## config.mk

```make
export PLATFORM = sky130hd
export DESIGN_NAME = host_bus_address_capture
export DESIGN_NICKNAME = d
export VERILOG_FILES = /design/src/rtl/host_bus_address_capture_pkg.sv /design/src/rtl/host_bus_address_capture.sv /design/src/rtl/sync_wave_gen.sv
export VERILOG_INCLUDE_DIRS = /design/src /design/src/rtl
export SDC_FILE = /design/constraint.sdc
export NUM_CORES = 1
export LEC_CHECK = 0
export ABC_AREA = 1
export ABC_CLOCK_PERIOD_IN_PS = 4400
export BUFFER_PORTS_ARGS = -buffer_cell sky130_fd_sc_hd__buf_2
export CAP_MARGIN = 20
export CORE_ASPECT_RATIO = 0.5
export CORE_MARGIN = 4
export CORE_UTILIZATION = 40
export CTS_CLUSTER_DIAMETER = 120
export DETAILED_ROUTE_END_ITERATION = 6
export HOLD_SLACK_MARGIN = 0.1
export PLACE_DENSITY_LB_ADDON = 0.15
export SYNTH_ARGS = -nofsm -noshare
export SYNTH_HDL_FRONTEND = slang
export SYNTH_SLANG_ARGS = --single-unit
```

## constraint.sdc

```tcl
create_clock -name CLK_I -period 4.4 [get_ports CLK_I]
set_input_delay 0.22 -clock CLK_I [delete_from_list [all_inputs] [get_ports CLK_I]]
set_output_delay 0.22 -clock CLK_I [all_outputs]
set_load 0.05 [all_outputs]
```

## src/rtl/host_bus_address_capture_map.svh

```systemverilog
// Constants for the host bus address capture block.
`ifndef HOST_BUS_ADDRESS_CAPTURE_MAP_SVH
`define HOST_BUS_ADDRESS_CAPTURE_MAP_SVH
`define HBA_ADDR_W        6
`define HBA_ADDR_LSB      2
`define HBA_IRQ_NUM       3
`define HBA_EVT_W         8
`define HBA_WAVE_W        16
`define HBA_WAVE_HALF_RST 16'h0004
`define HBA_MUX_RST       1'b0
`endif

```

## src/rtl/host_bus_address_capture_pkg.sv

```systemverilog
// Types for the host bus address capture block.
package host_bus_address_capture_pkg;
    typedef enum logic [2:0] {
        ST_IDLE = 3'b001,
        ST_SEP  = 3'b010,
        ST_MUX  = 3'b100
    } cycle_state_t;
endpackage : host_bus_address_capture_pkg

```

## src/rtl/host_bus_address_capture.sv

```systemverilog
// Host bus address capture and cycle framing front end.
// Functional notes
// RL1 - Separate mode: latch address on select fall.
// RL2 - Addresses select words; lowest pin is bit 2.
// RL3 - Mux mode: bit-2 pin is address latch strobe.
// RL4 - Mux mode ignores bit-3 and bit-5 pins.
// RL5 - Select rise ends the current cycle.
// RL6 - Three interrupt outputs, each any event mix.
// RL7 - Wave outputs six, seven synced to time base.
// RL8 - Bits 3 and 5 sampled with others.
// RL9 - Strap caught at reset release; high means mux.
// RL10 - Host write enable low writes, high reads.
// RL11 - Data driven only while output enable low.
// RL12 - Host sets address before lowering select.
`timescale 1ns/1ps
`default_nettype none
`include "host_bus_address_capture_map.svh"
module host_bus_address_capture
    import host_bus_address_capture_pkg::*;
#(
    parameter int AW = `HBA_ADDR_W,
    parameter int EW = `HBA_EVT_W,
    parameter int WW = `HBA_WAVE_W
) (
    input  wire logic          CLK_I,
    input  wire logic          RST_I,
    input  wire logic          BUS_MUX_STRAP_I,
    input  wire logic          CS_N_I,
    input  wire logic          WE_N_I,
    input  wire logic          OE_N_I,
    input  wire logic [AW-1:0] ADDR_LINES_I,
    input  wire logic [AW-1:0] MUX_ADDR_I,
    input  wire logic [EW-1:0] EVENTS_I,
    input  wire logic [EW-1:0] IRQ_SEL_ZERO_I,
    input  wire logic [EW-1:0] IRQ_SEL_ONE_I,
    input  wire logic [EW-1:0] IRQ_SEL_TWO_I,
    input  wire logic          TB_TICK_I,
    input  wire logic [WW-1:0] WAVE_HALF_SIX_I,
    input  wire logic [WW-1:0] WAVE_HALF_SEVEN_I,
    output logic [AW+1:0]      WORD_ADDR_O,
    output logic               ADDR_VALID_O,
    output logic               CYCLE_WRITE_O,
    output logic               CYCLE_END_O,
    output logic               DATA_OE_O,
    output logic               MUX_MODE_O,
    output logic               IRQ_OUT_ZERO_O,
    output logic               IRQ_OUT_ONE_O,
    output logic               IRQ_OUT_TWO_O,
    output logic               SYNC_WAVE_OUT_SIX_O,
    output logic               SYNC_WAVE_OUT_SEVEN_O
);
    // Two-stage synchronisers for all host pins; first stage read only by second.
    logic [AW+2:0] pin_s1_r, pin_s2_r;
    logic [AW-1:0] mux_s1_r, mux_s2_r;
    logic          cs_prev_r, ale_prev_r, rst_prev_r, strap_s1_r, strap_s2_r;
    logic          wave6, wave7;
    cycle_state_t  state_r, state_nxt;

    always_ff @(posedge CLK_I) begin
        pin_s1_r   <= {OE_N_I, WE_N_I, CS_N_I, ADDR_LINES_I};
        pin_s2_r   <= pin_s1_r;
        mux_s1_r   <= MUX_ADDR_I;
        mux_s2_r   <= mux_s1_r;
        strap_s1_r <= BUS_MUX_STRAP_I;
        strap_s2_r <= strap_s1_r;
    end

    // Named views of the synchronised pins.
    wire [AW-1:0] addr_s  = pin_s2_r[AW-1:0];
    wire          cs_n_s  = pin_s2_r[AW];
    wire          we_n_s  = pin_s2_r[AW+1];
    wire          oe_n_s  = pin_s2_r[AW+2];
    wire          ale_s   = addr_s[0];                           // [RL3]
    wire          cs_fall = cs_prev_r & ~cs_n_s;
    wire          cs_rise = ~cs_prev_r & cs_n_s;                 // [RL5]
    wire          ale_fall = ale_prev_r & ~ale_s;
    wire          rst_rel = rst_prev_r & ~RST_I;
    // Mux mode takes the address from the shared lines, so pins 3 and 5 never matter.
    wire [AW+1:0] sep_addr = {addr_s, 2'b00};                    // [RL2] [RL8]
    wire [AW+1:0] mux_addr = {mux_s2_r[AW-1:1], 1'b0, 2'b00} | {{(AW-1){1'b0}}, 3'b000}; // [RL4]

    function automatic logic irq_any(input logic [EW-1:0] ev, input logic [EW-1:0] sel);
        irq_any = |(ev & sel);
    endfunction : irq_any

    // Interrupt requests, each an OR of the events its select enables.
    wire          irq0_req = irq_any(EVENTS_I, IRQ_SEL_ZERO_I);  // [RL6]
    wire          irq1_req = irq_any(EVENTS_I, IRQ_SEL_ONE_I);
    wire          irq2_req = irq_any(EVENTS_I, IRQ_SEL_TWO_I);

    // Edge history and strap capture at reset release.
    always_ff @(posedge CLK_I) begin
        rst_prev_r <= RST_I;
        if (RST_I) begin
            cs_prev_r  <= 1'b1;
            ale_prev_r <= 1'b0;
        end else begin
            cs_prev_r  <= cs_n_s;
            ale_prev_r <= ale_s;
        end
        if (RST_I) begin
            MUX_MODE_O <= `HBA_MUX_RST;
        end else if (rst_rel) begin
            MUX_MODE_O <= strap_s2_r;                            // [RL9]
        end
    end

    // Cycle framing: separate mode opens on select fall, mux on strobe fall under select.
    always_comb begin
        state_nxt = state_r;
        unique case (state_r)
            ST_IDLE: begin
                if (!MUX_MODE_O && cs_fall) state_nxt = ST_SEP;
                else if (MUX_MODE_O && !cs_n_s && ale_fall) state_nxt = ST_MUX;
            end
            ST_SEP:  if (cs_rise) state_nxt = ST_IDLE;
            ST_MUX:  if (cs_rise) state_nxt = ST_IDLE;
            default: state_nxt = ST_IDLE;
        endcase
    end

    always_ff @(posedge CLK_I) begin
        if (RST_I) begin
            state_r       <= ST_IDLE;
            WORD_ADDR_O   <= '0;
            ADDR_VALID_O  <= 1'b0;
            CYCLE_WRITE_O <= 1'b0;
            CYCLE_END_O   <= 1'b0;
            DATA_OE_O     <= 1'b0;
        end else begin
            state_r     <= state_nxt;
            CYCLE_END_O <= cs_rise && (state_r != ST_IDLE);      // [RL5]
            if (state_r == ST_IDLE && state_nxt == ST_SEP) begin
                WORD_ADDR_O  <= sep_addr;                        // [RL1]
                ADDR_VALID_O <= 1'b1;
            end else if (state_r == ST_IDLE && state_nxt == ST_MUX) begin
                WORD_ADDR_O  <= mux_addr;
                ADDR_VALID_O <= 1'b1;
            end else if (cs_rise) begin
                ADDR_VALID_O <= 1'b0;
            end
            CYCLE_WRITE_O <= ~we_n_s & ~cs_n_s;
            DATA_OE_O     <= ~oe_n_s & ~cs_n_s & we_n_s;         // [RL11]
        end
    end

    // Interrupt and wave outputs, each interrupt an OR of its chosen events.
    always_ff @(posedge CLK_I) begin
        if (RST_I) begin
            IRQ_OUT_ZERO_O <= 1'b0;
            IRQ_OUT_ONE_O  <= 1'b0;
            IRQ_OUT_TWO_O  <= 1'b0;
            SYNC_WAVE_OUT_SIX_O   <= 1'b0;
            SYNC_WAVE_OUT_SEVEN_O <= 1'b0;
        end else begin
            IRQ_OUT_ZERO_O <= irq0_req;                          // [RL6]
            IRQ_OUT_ONE_O  <= irq1_req;
            IRQ_OUT_TWO_O  <= irq2_req;
            SYNC_WAVE_OUT_SIX_O   <= wave6;                      // [RL7]
            SYNC_WAVE_OUT_SEVEN_O <= wave7;
        end
    end

    sync_wave_gen #(.W(WW)) u_wave6 (
        .clk_i  (CLK_I),
        .rst_i  (RST_I),
        .tick_i (TB_TICK_I),
        .half_i (WAVE_HALF_SIX_I),
        .wave_o (wave6)
    );
    sync_wave_gen #(.W(WW)) u_wave7 (
        .clk_i  (CLK_I),
        .rst_i  (RST_I),
        .tick_i (TB_TICK_I),
        .half_i (WAVE_HALF_SEVEN_I),
        .wave_o (wave7)
    );

    // Checks.
    property p_sep_latch;
        @(posedge CLK_I) disable iff (RST_I)
        (!MUX_MODE_O && state_r == ST_IDLE && cs_fall) |=>
            (ADDR_VALID_O && WORD_ADDR_O == $past(sep_addr));
    endproperty
    a_sep_latch: assert property (p_sep_latch) else $error("address not latched"); // [RL1]
    property p_word_align;
        @(posedge CLK_I) disable iff (RST_I) WORD_ADDR_O[1:0] == 2'b00;
    endproperty
    a_word_align: assert property (p_word_align) else $error("address not word aligned"); // [RL2]
    property p_mux_strobe;
        @(posedge CLK_I) disable iff (RST_I)
        (MUX_MODE_O && state_r == ST_IDLE && !cs_n_s && ale_fall) |=> state_r == ST_MUX;
    endproperty
    a_mux_strobe: assert property (p_mux_strobe) else $error("strobe ignored"); // [RL3]
    property p_mux_no_sep;
        @(posedge CLK_I) disable iff (RST_I) MUX_MODE_O |-> state_r != ST_SEP;
    endproperty
    a_mux_no_sep: assert property (p_mux_no_sep) else $error("separate cycle in mux"); // [RL4]
    property p_cs_end;
        @(posedge CLK_I) disable iff (RST_I)
        (cs_rise && state_r != ST_IDLE) |=> (CYCLE_END_O && !ADDR_VALID_O && state_r == ST_IDLE);
    endproperty
    a_cs_end: assert property (p_cs_end) else $error("cycle not ended"); // [RL5]
    property p_irq;
        @(posedge CLK_I) disable iff (RST_I)
        !$past(RST_I) |-> IRQ_OUT_ONE_O == $past(irq1_req);
    endproperty
    a_irq: assert property (p_irq) else $error("interrupt mismatch"); // [RL6]
    property p_wave_tick;
        @(posedge CLK_I) disable iff (RST_I)
        (!$past(TB_TICK_I, 2) && !$past(RST_I, 2) && !$past(RST_I)) |->
            $stable(SYNC_WAVE_OUT_SIX_O);
    endproperty
    a_wave_tick: assert property (p_wave_tick) else $error("wave moved off tick"); // [RL7]
    property p_strap;
        @(posedge CLK_I) $fell(RST_I) ##1 1'b1 |-> MUX_MODE_O == $past(strap_s2_r);
    endproperty
    a_strap: assert property (p_strap) else $error("strap not captured"); // [RL9]
    property p_oe;
        @(posedge CLK_I) disable iff (RST_I) DATA_OE_O |-> !$past(oe_n_s);
    endproperty
    a_oe: assert property (p_oe) else $error("drive without output enable"); // [RL11]
    c_sep: cover property (@(posedge CLK_I) state_r == ST_SEP ##[1:20] CYCLE_END_O);
    c_mux: cover property (@(posedge CLK_I) state_r == ST_MUX ##[1:20] CYCLE_END_O);
    c_oe:  cover property (@(posedge CLK_I) DATA_OE_O);
endmodule : host_bus_address_capture
`default_nettype wire

```

## src/rtl/sync_wave_gen.sv

```systemverilog
// Square-wave generator locked to the internal time base tick.
`timescale 1ns/1ps
`default_nettype none
module sync_wave_gen #(
    parameter int W = 16
) (
    input  wire logic         clk_i,
    input  wire logic         rst_i,
    input  wire logic         tick_i,
    input  wire logic [W-1:0] half_i,
    output logic              wave_o
);
    logic [W-1:0] cnt_r;

    // Toggle every half period of time base ticks, so edges stay on tick boundaries.
    always_ff @(posedge clk_i) begin
        if (rst_i) begin
            cnt_r  <= '0;
            wave_o <= 1'b0;
        end else if (tick_i) begin
            if (cnt_r + W'(1) >= half_i) begin
                cnt_r  <= '0;
                wave_o <= ~wave_o;
            end else begin
                cnt_r <= cnt_r + W'(1);
            end
        end
    end
endmodule : sync_wave_gen
`default_nettype wire

```

# Word level (Yosys, flattened, before mapping)
# Index checks and enable logic that the tools add are counted.
# word_totals
regBits,88
# op_classes
n_bitwise,18
n_eq_ne,6
reduce_logical,16
addsub,2
order_cmp,2
muxes,11
# op_table
cell,n
$add 16x1->16 const B,2
$ge 16x16->1,2
$mux 16,2
$and 8x8->8,3
$reduce_or 8->1,3
$mux 8,2
$mux 3,3
$not 1->1,8
$and 1x1->1,7
$eq 3x2->1 const B,2
$eq 3x3->1 const B,2
$logic_and 1x1->1,6
$pmux 3 s2,1
$reduce_and 2->1,2
$eq 3x1->1 const B,1
$mux 1,3
$ne 3x1->1 const B,1
$reduce_bool 3->1,1
$logic_not 1->1,2
$reduce_bool 2->1,1
$reduce_or 2->1,1

# Depth between registers and ports, before layout
# Gate-level depths: netlist of the first run.
# depth
ltp_word,10
ltp_mapped,17

# By module
# Synthesis of the first run repeated with hierarchy kept, for this count alone.
# hier_totals
hier_cells,680
hier_area_um2,4728.3
# by_module_without_submodules
module,cells_each,instances,area_per_inst_um2,seq_area_each_um2
sync_wave_gen,255,2,1546.5,340.3
host_bus_address_capture,170,1,1635.3,1041.0

# Worst setup path before layout of the first run
# Ideal clock, no wire load.
# synth_path
path_type,reg-to-reg
start,register u_wave7.cnt_r[0]
end,register u_wave7.cnt_r[5]
t_required_ps,4268
arrival_ps,2092
path_stages_with_launch,13
setup_ps,132
slack_ps,2176
path_cell_list,dfxtp_1 ha_1 nand2_2 nor2_1 nand2_1 and2_1 ha_1 nand2_1 nor3_1 nand3_1 buf_2 nand4_1 a21oi_1
# synth_between
elab_chain_cells,3
# synth_rtl
item,line,text
from (decl),sync_wave_gen.sv:13,logic [W-1:0] cnt_r;
from (signal assigned),sync_wave_gen.sv:25,cnt_r <= cnt_r + W'(1);
$add 16x1->16 *,"sync_wave_gen.sv:21, sync_wave_gen.sv:25",
$ge 16x16->1,sync_wave_gen.sv:21,if (cnt_r + W'(1) >= half_i) begin
$mux 16 *,sync_wave_gen.sv:21,
# Every way passes the cells marked *; elsewhere a longest branch is shown, timed or not.
# A chain may end at the register's enable or synchronous reset.

# Worst setup path after layout of the first run
# layout_path
start,register u_wave7.cnt_r[0]
end,register u_wave7.cnt_r[14]
# The elaborated chain is that of the path after synthesis.

==> results.py, run 1 <==
metrics = {
    "outcome": {
        "status": "finished clean",
    },
    "timing": {
        "clock_skew_ns": 0.00693,
        "setup_viol": 0,
        "holdWs_ns": 0.165,
        "tightest_slew_ns": 0.989,
        "slew_violations": 0,
        "hold_viol": 0,
        "max_freq_mhz": 315,
        "fin_tns_setup_ns": 0,
        "timing.final.crit_share_pct": 72.2,
        "post-route-min-period_ns": 3.17,
        "rsz0062_at_grt": "false",
        "slew-limit-headroom_pct": 34.0,
    },
    "power_and_ir_drop": {
        "power_density_nw_per_um2": 322,
        "p_clk_share_pct": 41.7,
        "switching_share_pct": 27.4,
        "leakage_nw": 2.90,
        "p_seq_share_pct": 44.5,
        "total_power_mw": 1.87,
        "irDropWorstVdd_v": 0.000202,
        "power.switching_uw": 512,
        "p_int_mw": 1.36,
        "pwr-share-comb_pct": 13.8,
    },
    "synthesis": {
        "yosys.area_share.xor_xnor_pct": 0.739,
        "synth_top_family_by_area": "simple AND/OR/NAND/NOR gates",
        "synth_edf_count": 0,
        "netlist_instances": 677,
        "synth_area_leaders": "dfxtp_1, nand2_1, ha_1, inv_1, nor2_1",
        "synth-seq-cells": 86,
        "synth_cell_types": 37,
        "yosys.area_share.simple_pct": 32.3,
        "synthFlopType": "dfxtp_1",
        "yosysMostFrequentCell": "nand2_1",
        "synthAdderAreaFrac_pct": 8.98,
        "ys.warnings.count": 0,
        "synth_compound_area_share_pct": 10.8,
        "synth_seq_area_share_pct": 36.3,
        "yosys.area.top_type_share_pct": 36.3,
        "avgSynthCellArea_um2": 7.00,
        "netlist_top_cells_count": "nand2_1, inv_1, dfxtp_1",
        "syn_area_um2": 4740,
        "async_flop_share_pct": 0,
        "yosys.area.top_type": "dfxtp_1",
        "synth.area.mux_share_pct": 0,
    },
    "global_routing": {
        "grt_max_degree": 49,
        "grt_pass1_wl_um": 18700,
        "antenna_found_initial": 0,
        "track_usage_pct": 16.3,
        "grt_pass1_vias": 4279,
        "gr-total-overflow": 0,
    },
    "worst_setup_path": {
        "rr_worst_depth": 14,
        "start_kind": "register",
        "cp-end-kind": "register",
        "timing.rr.end": "u_wave7.cnt_r[14]",
        "crit_arrival_ns": 3.36,
        "required_ns": 4.58,
        "reg2reg_from": "u_wave7.cnt_r[0]",
        "critPathKind": "reg2reg",
        "r2r_setup_slack_ns": 1.23,
        "cp_max_fo": 14,
    },
    "placement": {
        "place.gp.congestion": 0.835,
        "io_buffers": 97,
        "dp_hpwl_um": 8060,
    },
    "floorplan": {
        "die-area_um2": 13800,
        "chipWidth_um": 162,
        "fp.dieH_um": 85.0,
        "start_util_pct": 42.0,
        "coreArea_um2": 11300,
        "num_rows": 27,
        "io-pin-count": 101,
    },
    "detailed_routing": {
        "via_per_inst": 4.71,
        "drc": 0,
        "wl_per_cell_um": 11.7,
        "dr.pass1.iters": 4,
        "wl_um": 11100,
        "ant_nets": 0,
        "drt-initial-drc-count": 192,
        "vias": 4457,
    },
    "finish": {
        "multi_input_area_um2": 2510,
        "final-seq-area_um2": 1720,
        "diodes": 0,
        "nFillCells": 1169,
        "drive_above_1_share_pct": 18.1,
        "area_delta_synth_final_pct": 22.5,
        "fin_nets": 900,
    },
    "min_path": {
        "hold_path.class": "in2reg",
        "holdPathStages": 3,
        "hold-path-endpoint": "IRQ_OUT_TWO_O",
        "min_from": "IRQ_SEL_TWO_I[3]",
    },
    "clock_network": {
        "cts-buffers-inserted": 9,
        "cts_buffer_depth": 2,
        "cts_root_buf": "clkbuf_16",
        "cts_tree": "built",
        "worstSkewPairLatency_ns": 0.34,
        "clk_pin_slew_worst_paths_ns": 0.06,
        "ctsResizeCount": 0,
        "htreeDepth": 3,
        "clock-sinks": 86,
    },
    "job": {
        "drv_cap": 0,
    },
}
-- through the flow --
stage                     util, %  cell area (um2)  cells  worst slack, ns
after detailed placement     47.4             5350    916             1.24
after floorplan                 -             4740    678             2.18
after CTS                    51.4             5800    947             1.21
after global routing         51.4             5800    947            0.956
after global placement       47.4             5350    916             1.27
final                        51.4             5800    947             1.23
-- power groups by stage --
stage | registers (mW) | logic (mW) | clock network [mW]
2_1_floorplan | 0.894 | 0.125 | 0
6_report | 0.831 | 0.258 | 0.778
3_3_place_gp | 0.848 | 0.247 | 0
3_5_place_dp | 0.849 | 0.250 | 0
4_1_cts | 0.831 | 0.262 | 0.803
5_1_grt | 0.835 | 0.290 | 0.828
-- critical path, stage by stage, from the launching register on --
cell and delay [ns]:
dfxtp_1 0.42, ha_1 0.34, nand3_1 0.11, inv_1 0.16, nand3_1 0.10, nand2_1 0.11, inv_1 0.05, ha_1 0.26
nand4_1 0.10, nor3_1 0.31, nand3_1 0.54, nand3_2 0.32, nor2_1 0.06, nor2_1 0.09, nor2_1 0.05
-- final cells by class --
type / instances / area share, %
Multi-Input combinational cell: 462 / 43.3
Sequential cell: 86 / 29.7
Timing Repair Buffer: 114 / 11.2
Inverter: 110 / 7.14
Clock buffer: 9 / 3.88
Tap cell: 159 / 3.43
Clock inverter: 7 / 1.40
-- routing by layer --
layer	wire length (um)	share of wire (%)	up-vias	global-route usage [%]
li1	-	-	2401	-
met1	5090	46	1927	19.4
met2	5150	46	119	29.2
met3	723	6.5	10	4.17
met4	108	0.98	0	4.60
met5	0	0	-	0
-- placed cells by master (no fill, tap or decap), drive strengths merged --
cell           n
nand2        152
inv          111
buf           99
nor2          91
dfxtp         86
a21oi         53
nand3         41
nand4         37
ha            34
dlygate4sd3   15
o21ai         14
clkbuf         9
and2           6
a22o           6
a221oi         6
nor3           5
clkinv         5
xor2           4
o211ai         3
or2            2
a21o           2
conb           2
nand3b         1
o31ai          1
o2111ai        1
nor3b          1
bufinv         1
-- registers in the layout, summed over array words and instances (netlist names), 3 cells and up --
register,cells
WORD_ADDR_O,6
mux_s1_r,5
mux_s2_r,5
pin_s1_r,9
pin_s2_r,9
state_r,3
u_wave6.cnt_r,16
u_wave7.cnt_r,16
-- worst max path at each step --
| stage | start | to | slack, ns | cells after the start |
|---|---|---|---|---|
| 4_1_cts | u_wave7.cnt_r[0] | u_wave7.cnt_r[14] | 1.21 | 14 |
| 2_1_floorplan | u_wave7.cnt_r[0] | u_wave7.cnt_r[5] | 2.18 | 12 |
| 6_report | u_wave7.cnt_r[0] | u_wave7.cnt_r[14] | 1.23 | 14 |
| 3_5_place_dp | u_wave7.cnt_r[0] | u_wave7.cnt_r[14] | 1.24 | 14 |
| 5_1_grt | u_wave7.cnt_r[0] | u_wave7.wave_o | 0.96 | 14 |
| 3_3_place_gp | u_wave7.cnt_r[0] | u_wave7.cnt_r[13] | 1.27 | 14 |
-- what timing repair did --
| action | CTS | global route |
|---|---|---|
| endpoints found under the hold margin | 15 | 0 |
| hold buffers | 15 | 0 |
| buffers inserted | 0 | 0 |
| setup endpoints to repair | 0 | 0 |
-- logic make-up after synthesis --
logic type / count (synthesis)
AND/OR/NAND/NOR: 336
buffers and inverters: 130
other: 1
flip-flops: 86
adder cells (fa/ha/maj): 34
AO/OA/AOI/OAI: 86
XOR/XNOR: 4
(Power assumes the default switching activity.)
==> run 2, diff against run 1 <==
Settings changed: ABC_CLOCK_PERIOD_IN_PS 4400 to 2600.
Clock period 4.4 ns to 2.6 ns, I/O delays scaled along.
==> results.py, run 2 (synthesized netlist as in run 1, its figures left out) <==
metrics = {
    "floorplan": {
        "start_util_pct": 42.0,
        "io-pin-count": 101,
        "die-area_um2": 13800,
        "num_rows": 27,
        "coreArea_um2": 11300,
        "fp.dieH_um": 85.0,
        "chipWidth_um": 162,
    },
    "clock_network": {
        "cts_tree": "built",
        "worstSkewPairLatency_ns": 0.34,
        "htreeDepth": 3,
        "clock-sinks": 86,
        "clk_pin_slew_worst_paths_ns": 0.06,
        "cts-buffers-inserted": 9,
        "cts_root_buf": "clkbuf_16",
        "cts_buffer_depth": 2,
    },
    "detailed_routing": {
        "wl_um": 12000,
        "ant_nets": 0,
        "drt-initial-drc-count": 161,
        "via_per_inst": 4.72,
        "dr.pass1.iters": 4,
        "vias": 4675,
        "drc": 0,
        "wl_per_cell_um": 12.1,
    },
    "worst_setup_path": {
        "cp_max_fo": 7,
        "r2r_setup_slack_ns": 0.17,
        "critPathKind": "reg2reg",
        "rr_worst_depth": 16,
        "start_kind": "register",
        "crit_arrival_ns": 2.64,
        "required_ns": 2.81,
        "cp-end-kind": "register",
    },
    "timing": {
        "setup_viol": 0,
        "setup_slack_ns": 0.175,
        "clock_skew_ns": 0.00601,
        "hold_viol": 0,
        "tightest_slew_ns": 0.539,
        "slew_violations": 0,
        "timing.final.crit_share_pct": 93.3,
        "post-route-min-period_ns": 2.43,
        "slew-limit-headroom_pct": 64.1,
        "fin_tns_setup_ns": 0,
        "max_freq_mhz": 412,
    },
    "power_and_ir_drop": {
        "irDropWorstVdd_v": 0.000308,
        "total_power_mw": 3.19,
        "power_density_nw_per_um2": 509,
        "leakage_nw": 3.12,
    },
    "finish": {
        "final_cells": 990,
        "top_regs": "u_wave6.cnt_r: 16 flops, u_wave7.cnt_r: 16 flops",
        "diodes": 0,
        "fin_nets": 943,
        "drive_above_1_share_pct": 25.6,
        "final-seq-area_um2": 1750,
        "nFillCells": 1105,
        "layout_common_cells": "nand2_1, inv_1, buf_2",
        "layout_commonest_cell": "nand2_1",
        "multi_input_area_um2": 2590,
        "area_delta_synth_final_pct": 32.2,
    },
    "global_routing": {
        "antenna_found_initial": 0,
        "grt_pass1_vias": 4474,
        "grt_pass1_wl_um": 20200,
        "grt_max_degree": 49,
        "track_usage_pct": 17.6,
        "gr-total-overflow": 0,
    },
    "placement": {
        "place.gp.congestion": 0.910,
        "io_buffers": 97,
        "placedCellCount": 950,
        "dpl_worst_slack_ns": 0.0527,
        "dp_hpwl_um": 8720,
    },
    "outcome": {
        "status": "finished clean",
    },
    "job": {
        "drv_cap": 0,
    },
    "min_path": {
        "hold_path.class": "in2reg",
        "holdPathStages": 3,
    },
}
==> run 2: final cells by class <==
cell class / instances / share of cell area [%]
Timing Repair Buffer: 157 / 16.0
Clock buffer: 9 / 3.60
Sequential cell: 86 / 27.9
Tap cell: 159 / 3.18
Inverter: 110 / 6.61
Multi-Input combinational cell: 462 / 41.4
Clock inverter: 7 / 1.30
==> run 2: metal layers <==
metal	vias up	GRT usage (%)	wire [um]
li1	2504	-	-
met1	2048	21.3	5480
met2	113	31.6	5650
met3	10	5.00	752
met4	0	3.68	91
met5	-	0	0
==> run 2: stage by stage <==
stage / hold slack (ns) / util, % / area (um2)
detailed placement: 0.234 / 49.8 / 5610
global route: 0.111 / 55.5 / 6260
global placement: 0.234 / 49.8 / 5610
CTS: 0.102 / 54.4 / 6140
finish: 0.115 / 55.5 / 6260
floorplan: 0.158 / - / 4740
==> run 2: critical path: stages, from the launching register on <==
cell and delay, ns:
dfxtp_2 0.36, nand2_1 0.10, nor2_2 0.16, nand3_2 0.09, nor2_1 0.10, nand2_1 0.07, and2_1 0.16, ha_1 0.28
nand2_1 0.10, nor3_2 0.18, buf_4 0.15, nand3_1 0.06, buf_4 0.18, nand3_4 0.11, nor2_1 0.05, nor2_1 0.09
nor2_1 0.04
==> run 2: what timing repair did <==
action	in CTS	in global routing
endpoints found under the setup margin	0	34
gates resized for setup	0	40
hold buffers	22	0
setup buffers	0	2
endpoints found under the hold margin	18	0
==> run 2: path summary, 6_finish.rpt <==
kind | to | startpoint
min | IRQ_OUT_ZERO_O | IRQ_SEL_ZERO_I[2]
max reg2reg | u_wave7.cnt_r[13] | u_wave7.cnt_r[9]
max | u_wave7.cnt_r[13] | u_wave7.cnt_r[9]
min reg2reg | mux_s2_r[1] | mux_s1_r[1]
==> run 2: where the power goes <==
group	leakage (nW)	switching, mW	internal [mW]
clock network	0.152	0.564	0.758
logic	2.25	0.285	0.177
registers	0.718	0.0305	1.38
==> run 3, diff against run 2 <==
Settings changed: BUFFER_PORTS_ARGS -buffer_cell sky130_fd_sc_hd__buf_2 to -buffer_cell sky130_fd_sc_hd__clkbuf_2, CORE_ASPECT_RATIO 0.5 to 0.9.
==> results.py, run 3 (synthesized netlist as in run 1, its figures left out) <==
metrics = {
    "outcome": {
        "status": "finished clean",
    },
    "min_path": {
        "hold_path.class": "in2reg",
        "holdPathStages": 3,
        "min_from": "IRQ_SEL_ZERO_I[3]",
        "hold-path-endpoint": "IRQ_OUT_ZERO_O",
    },
    "finish": {
        "layout_common_cells": "nand2_1, inv_1, clkbuf_2",
        "diodes": 0,
        "area_delta_synth_final_pct": 33.9,
        "drive_above_1_share_pct": 27.9,
        "nFillCells": 1140,
        "postLayoutCoreUtil_pct": 55.0,
        "fin_nets": 955,
        "multi_input_area_um2": 2600,
        "top_regs": "u_wave6.cnt_r: 16 flops, u_wave7.cnt_r: 16 flops",
        "layout_commonest_cell": "nand2_1",
        "final-seq-area_um2": 1750,
    },
    "clock_network": {
        "cts_tree": "built",
        "htreeDepth": 3,
        "cts_root_buf": "clkbuf_16",
        "clk_pin_slew_worst_paths_ns": 0.07,
        "cts-buffers-inserted": 9,
        "clock-sinks": 86,
        "worstSkewPairLatency_ns": 0.33,
        "cts_buffer_depth": 2,
    },
    "worst_setup_path": {
        "critical_path.max_stage_delay_ns": 0.37,
        "cp-end-kind": "register",
        "cp_max_fo": 11,
        "required_ns": 2.81,
        "cp_num_buf_inv": 2,
        "slowest_stage": "dfxtp_4",
        "crit_top_cell": "nor2_1",
        "timing.rr.end": "u_wave7.cnt_r[13]",
        "r2r_setup_slack_ns": 0.18,
        "rr_worst_depth": 16,
        "critPathKind": "reg2reg",
        "reg2reg_from": "u_wave7.cnt_r[5]",
        "cp_top_family": "simple AND/OR/NAND/NOR gates",
        "cp_num_cells": 16,
        "crit_arrival_ns": 2.63,
        "start_kind": "register",
        "cp_cell_sequence": "nand2_1 > nor2_2 > nand2_2 > nor2_1 > nand2_1 > and2_1 > ha_1 > nand2_2 > nor3_2 > buf_4 > nand2_1 > buf_4 > nand3_2 > nor2_1 > nor2_1 > nor2_1",
    },
    "timing": {
        "max_freq_mhz": 413,
        "clock_skew_ns": 0.00590,
        "slew-limit-headroom_pct": 63.3,
        "post-route-min-period_ns": 2.42,
        "tightest_slew_ns": 0.551,
        "slew_violations": 0,
        "setup_viol": 0,
        "hold_viol": 0,
        "timing.final.crit_share_pct": 93.1,
        "fin_tns_setup_ns": 0,
    },
    "job": {
        "drv_cap": 0,
    },
    "global_routing": {
        "grt_pass1_wl_um": 20300,
        "gr-total-overflow": 0,
        "grt_pass1_vias": 4564,
        "track_usage_pct": 18.0,
        "antenna_found_initial": 0,
        "grt_max_degree": 49,
    },
    "floorplan": {
        "fp.dieH_um": 111,
        "die-area_um2": 13700,
        "chipWidth_um": 123,
        "coreArea_um2": 11500,
        "io-pin-count": 101,
        "start_util_pct": 41.1,
        "num_rows": 37,
    },
    "detailed_routing": {
        "drc": 0,
        "drt-initial-drc-count": 204,
        "vias": 4819,
        "wl_per_cell_um": 12.5,
        "ant_nets": 0,
        "via_per_inst": 4.82,
        "wl_um": 12400,
        "dr.pass1.iters": 4,
    },
    "power_and_ir_drop": {
        "leakage_nw": 3.19,
        "power_density_nw_per_um2": 495,
        "irDropWorstVdd_v": 0.000439,
        "total_power_mw": 3.14,
    },
    "placement": {
        "io_buffers": 97,
        "place.gp.congestion": 0.882,
        "dp_hpwl_um": 9130,
    },
}
[run 3: how the worst max path moves through the flow]
| stage | start | to | slack [ns] |
|---|---|---|---|
| 6_report | u_wave7.cnt_r[5] | u_wave7.cnt_r[13] | 0.18 |
| 5_1_grt | u_wave6.cnt_r[3] | u_wave6.cnt_r[13] | -0.009 |
| 4_1_cts | u_wave7.cnt_r[0] | u_wave7.cnt_r[14] | 0.0009 |
| 3_5_place_dp | u_wave7.cnt_r[0] | u_wave7.cnt_r[13] | 0.03 |
| 3_3_place_gp | u_wave7.cnt_r[0] | u_wave7.wave_o | 0.06 |
| 2_1_floorplan | u_wave7.cnt_r[0] | u_wave7.cnt_r[5] | 0.38 |
[run 3: power by group]
| part | switching [mW] | leakage (nW) | internal, mW |
|---|---|---|---|
| clock network | 0.589 | 0.145 | 0.681 |
| logic | 0.284 | 2.32 | 0.177 |
| registers | 0.0333 | 0.720 | 1.38 |
| total | 0.906 | 3.19 | 2.24 |
[run 3: stage by stage]
stage / std cells / setup WS, ns / hold slack (ns) / cell area [um2]
after floorplan: 678 / 0.376 / 0.158 / 4740
after global placement: 959 / 0.0634 / 0.232 / 5690
after detailed placement: 959 / 0.0309 / 0.234 / 5690
after CTS: 995 / 0.000928 / 0.111 / 6190
after global routing: 999 / -0.00891 / 0.150 / 6340
final: 999 / 0.178 / 0.119 / 6340
[run 3: metal layers]
layer,track usage [%],up-vias,part of all wire (%)
met3,3.78,8,6.8
li1,-,2506,-
met5,0,-,0
met1,25.7,2158,48
met4,3.43,0,0.70
met2,28.2,147,45
[run 3: layout make-up]
cell class	count	area share, %
Clock inverter	7	1.18
Tap cell	156	3.08
Sequential cell	86	27.6
Timing Repair Buffer	169	17.1
Clock buffer	9	3.55
Inverter	110	6.53
Multi-Input combinational cell	462	40.9
[run 3: worst min-delay path, delay by kind of cell]
family	cells	cell delay, ns
AO/OA/AOI/OAI	2	0.21
buffers and inverters	1	0.08
[run 3: timing repair]
item	CTS	global route
hold buffers	20	0
setup buffers	0	2
endpoints found under the setup margin	0	34
endpoints found under the hold margin	17	0
gates resized for setup	0	53
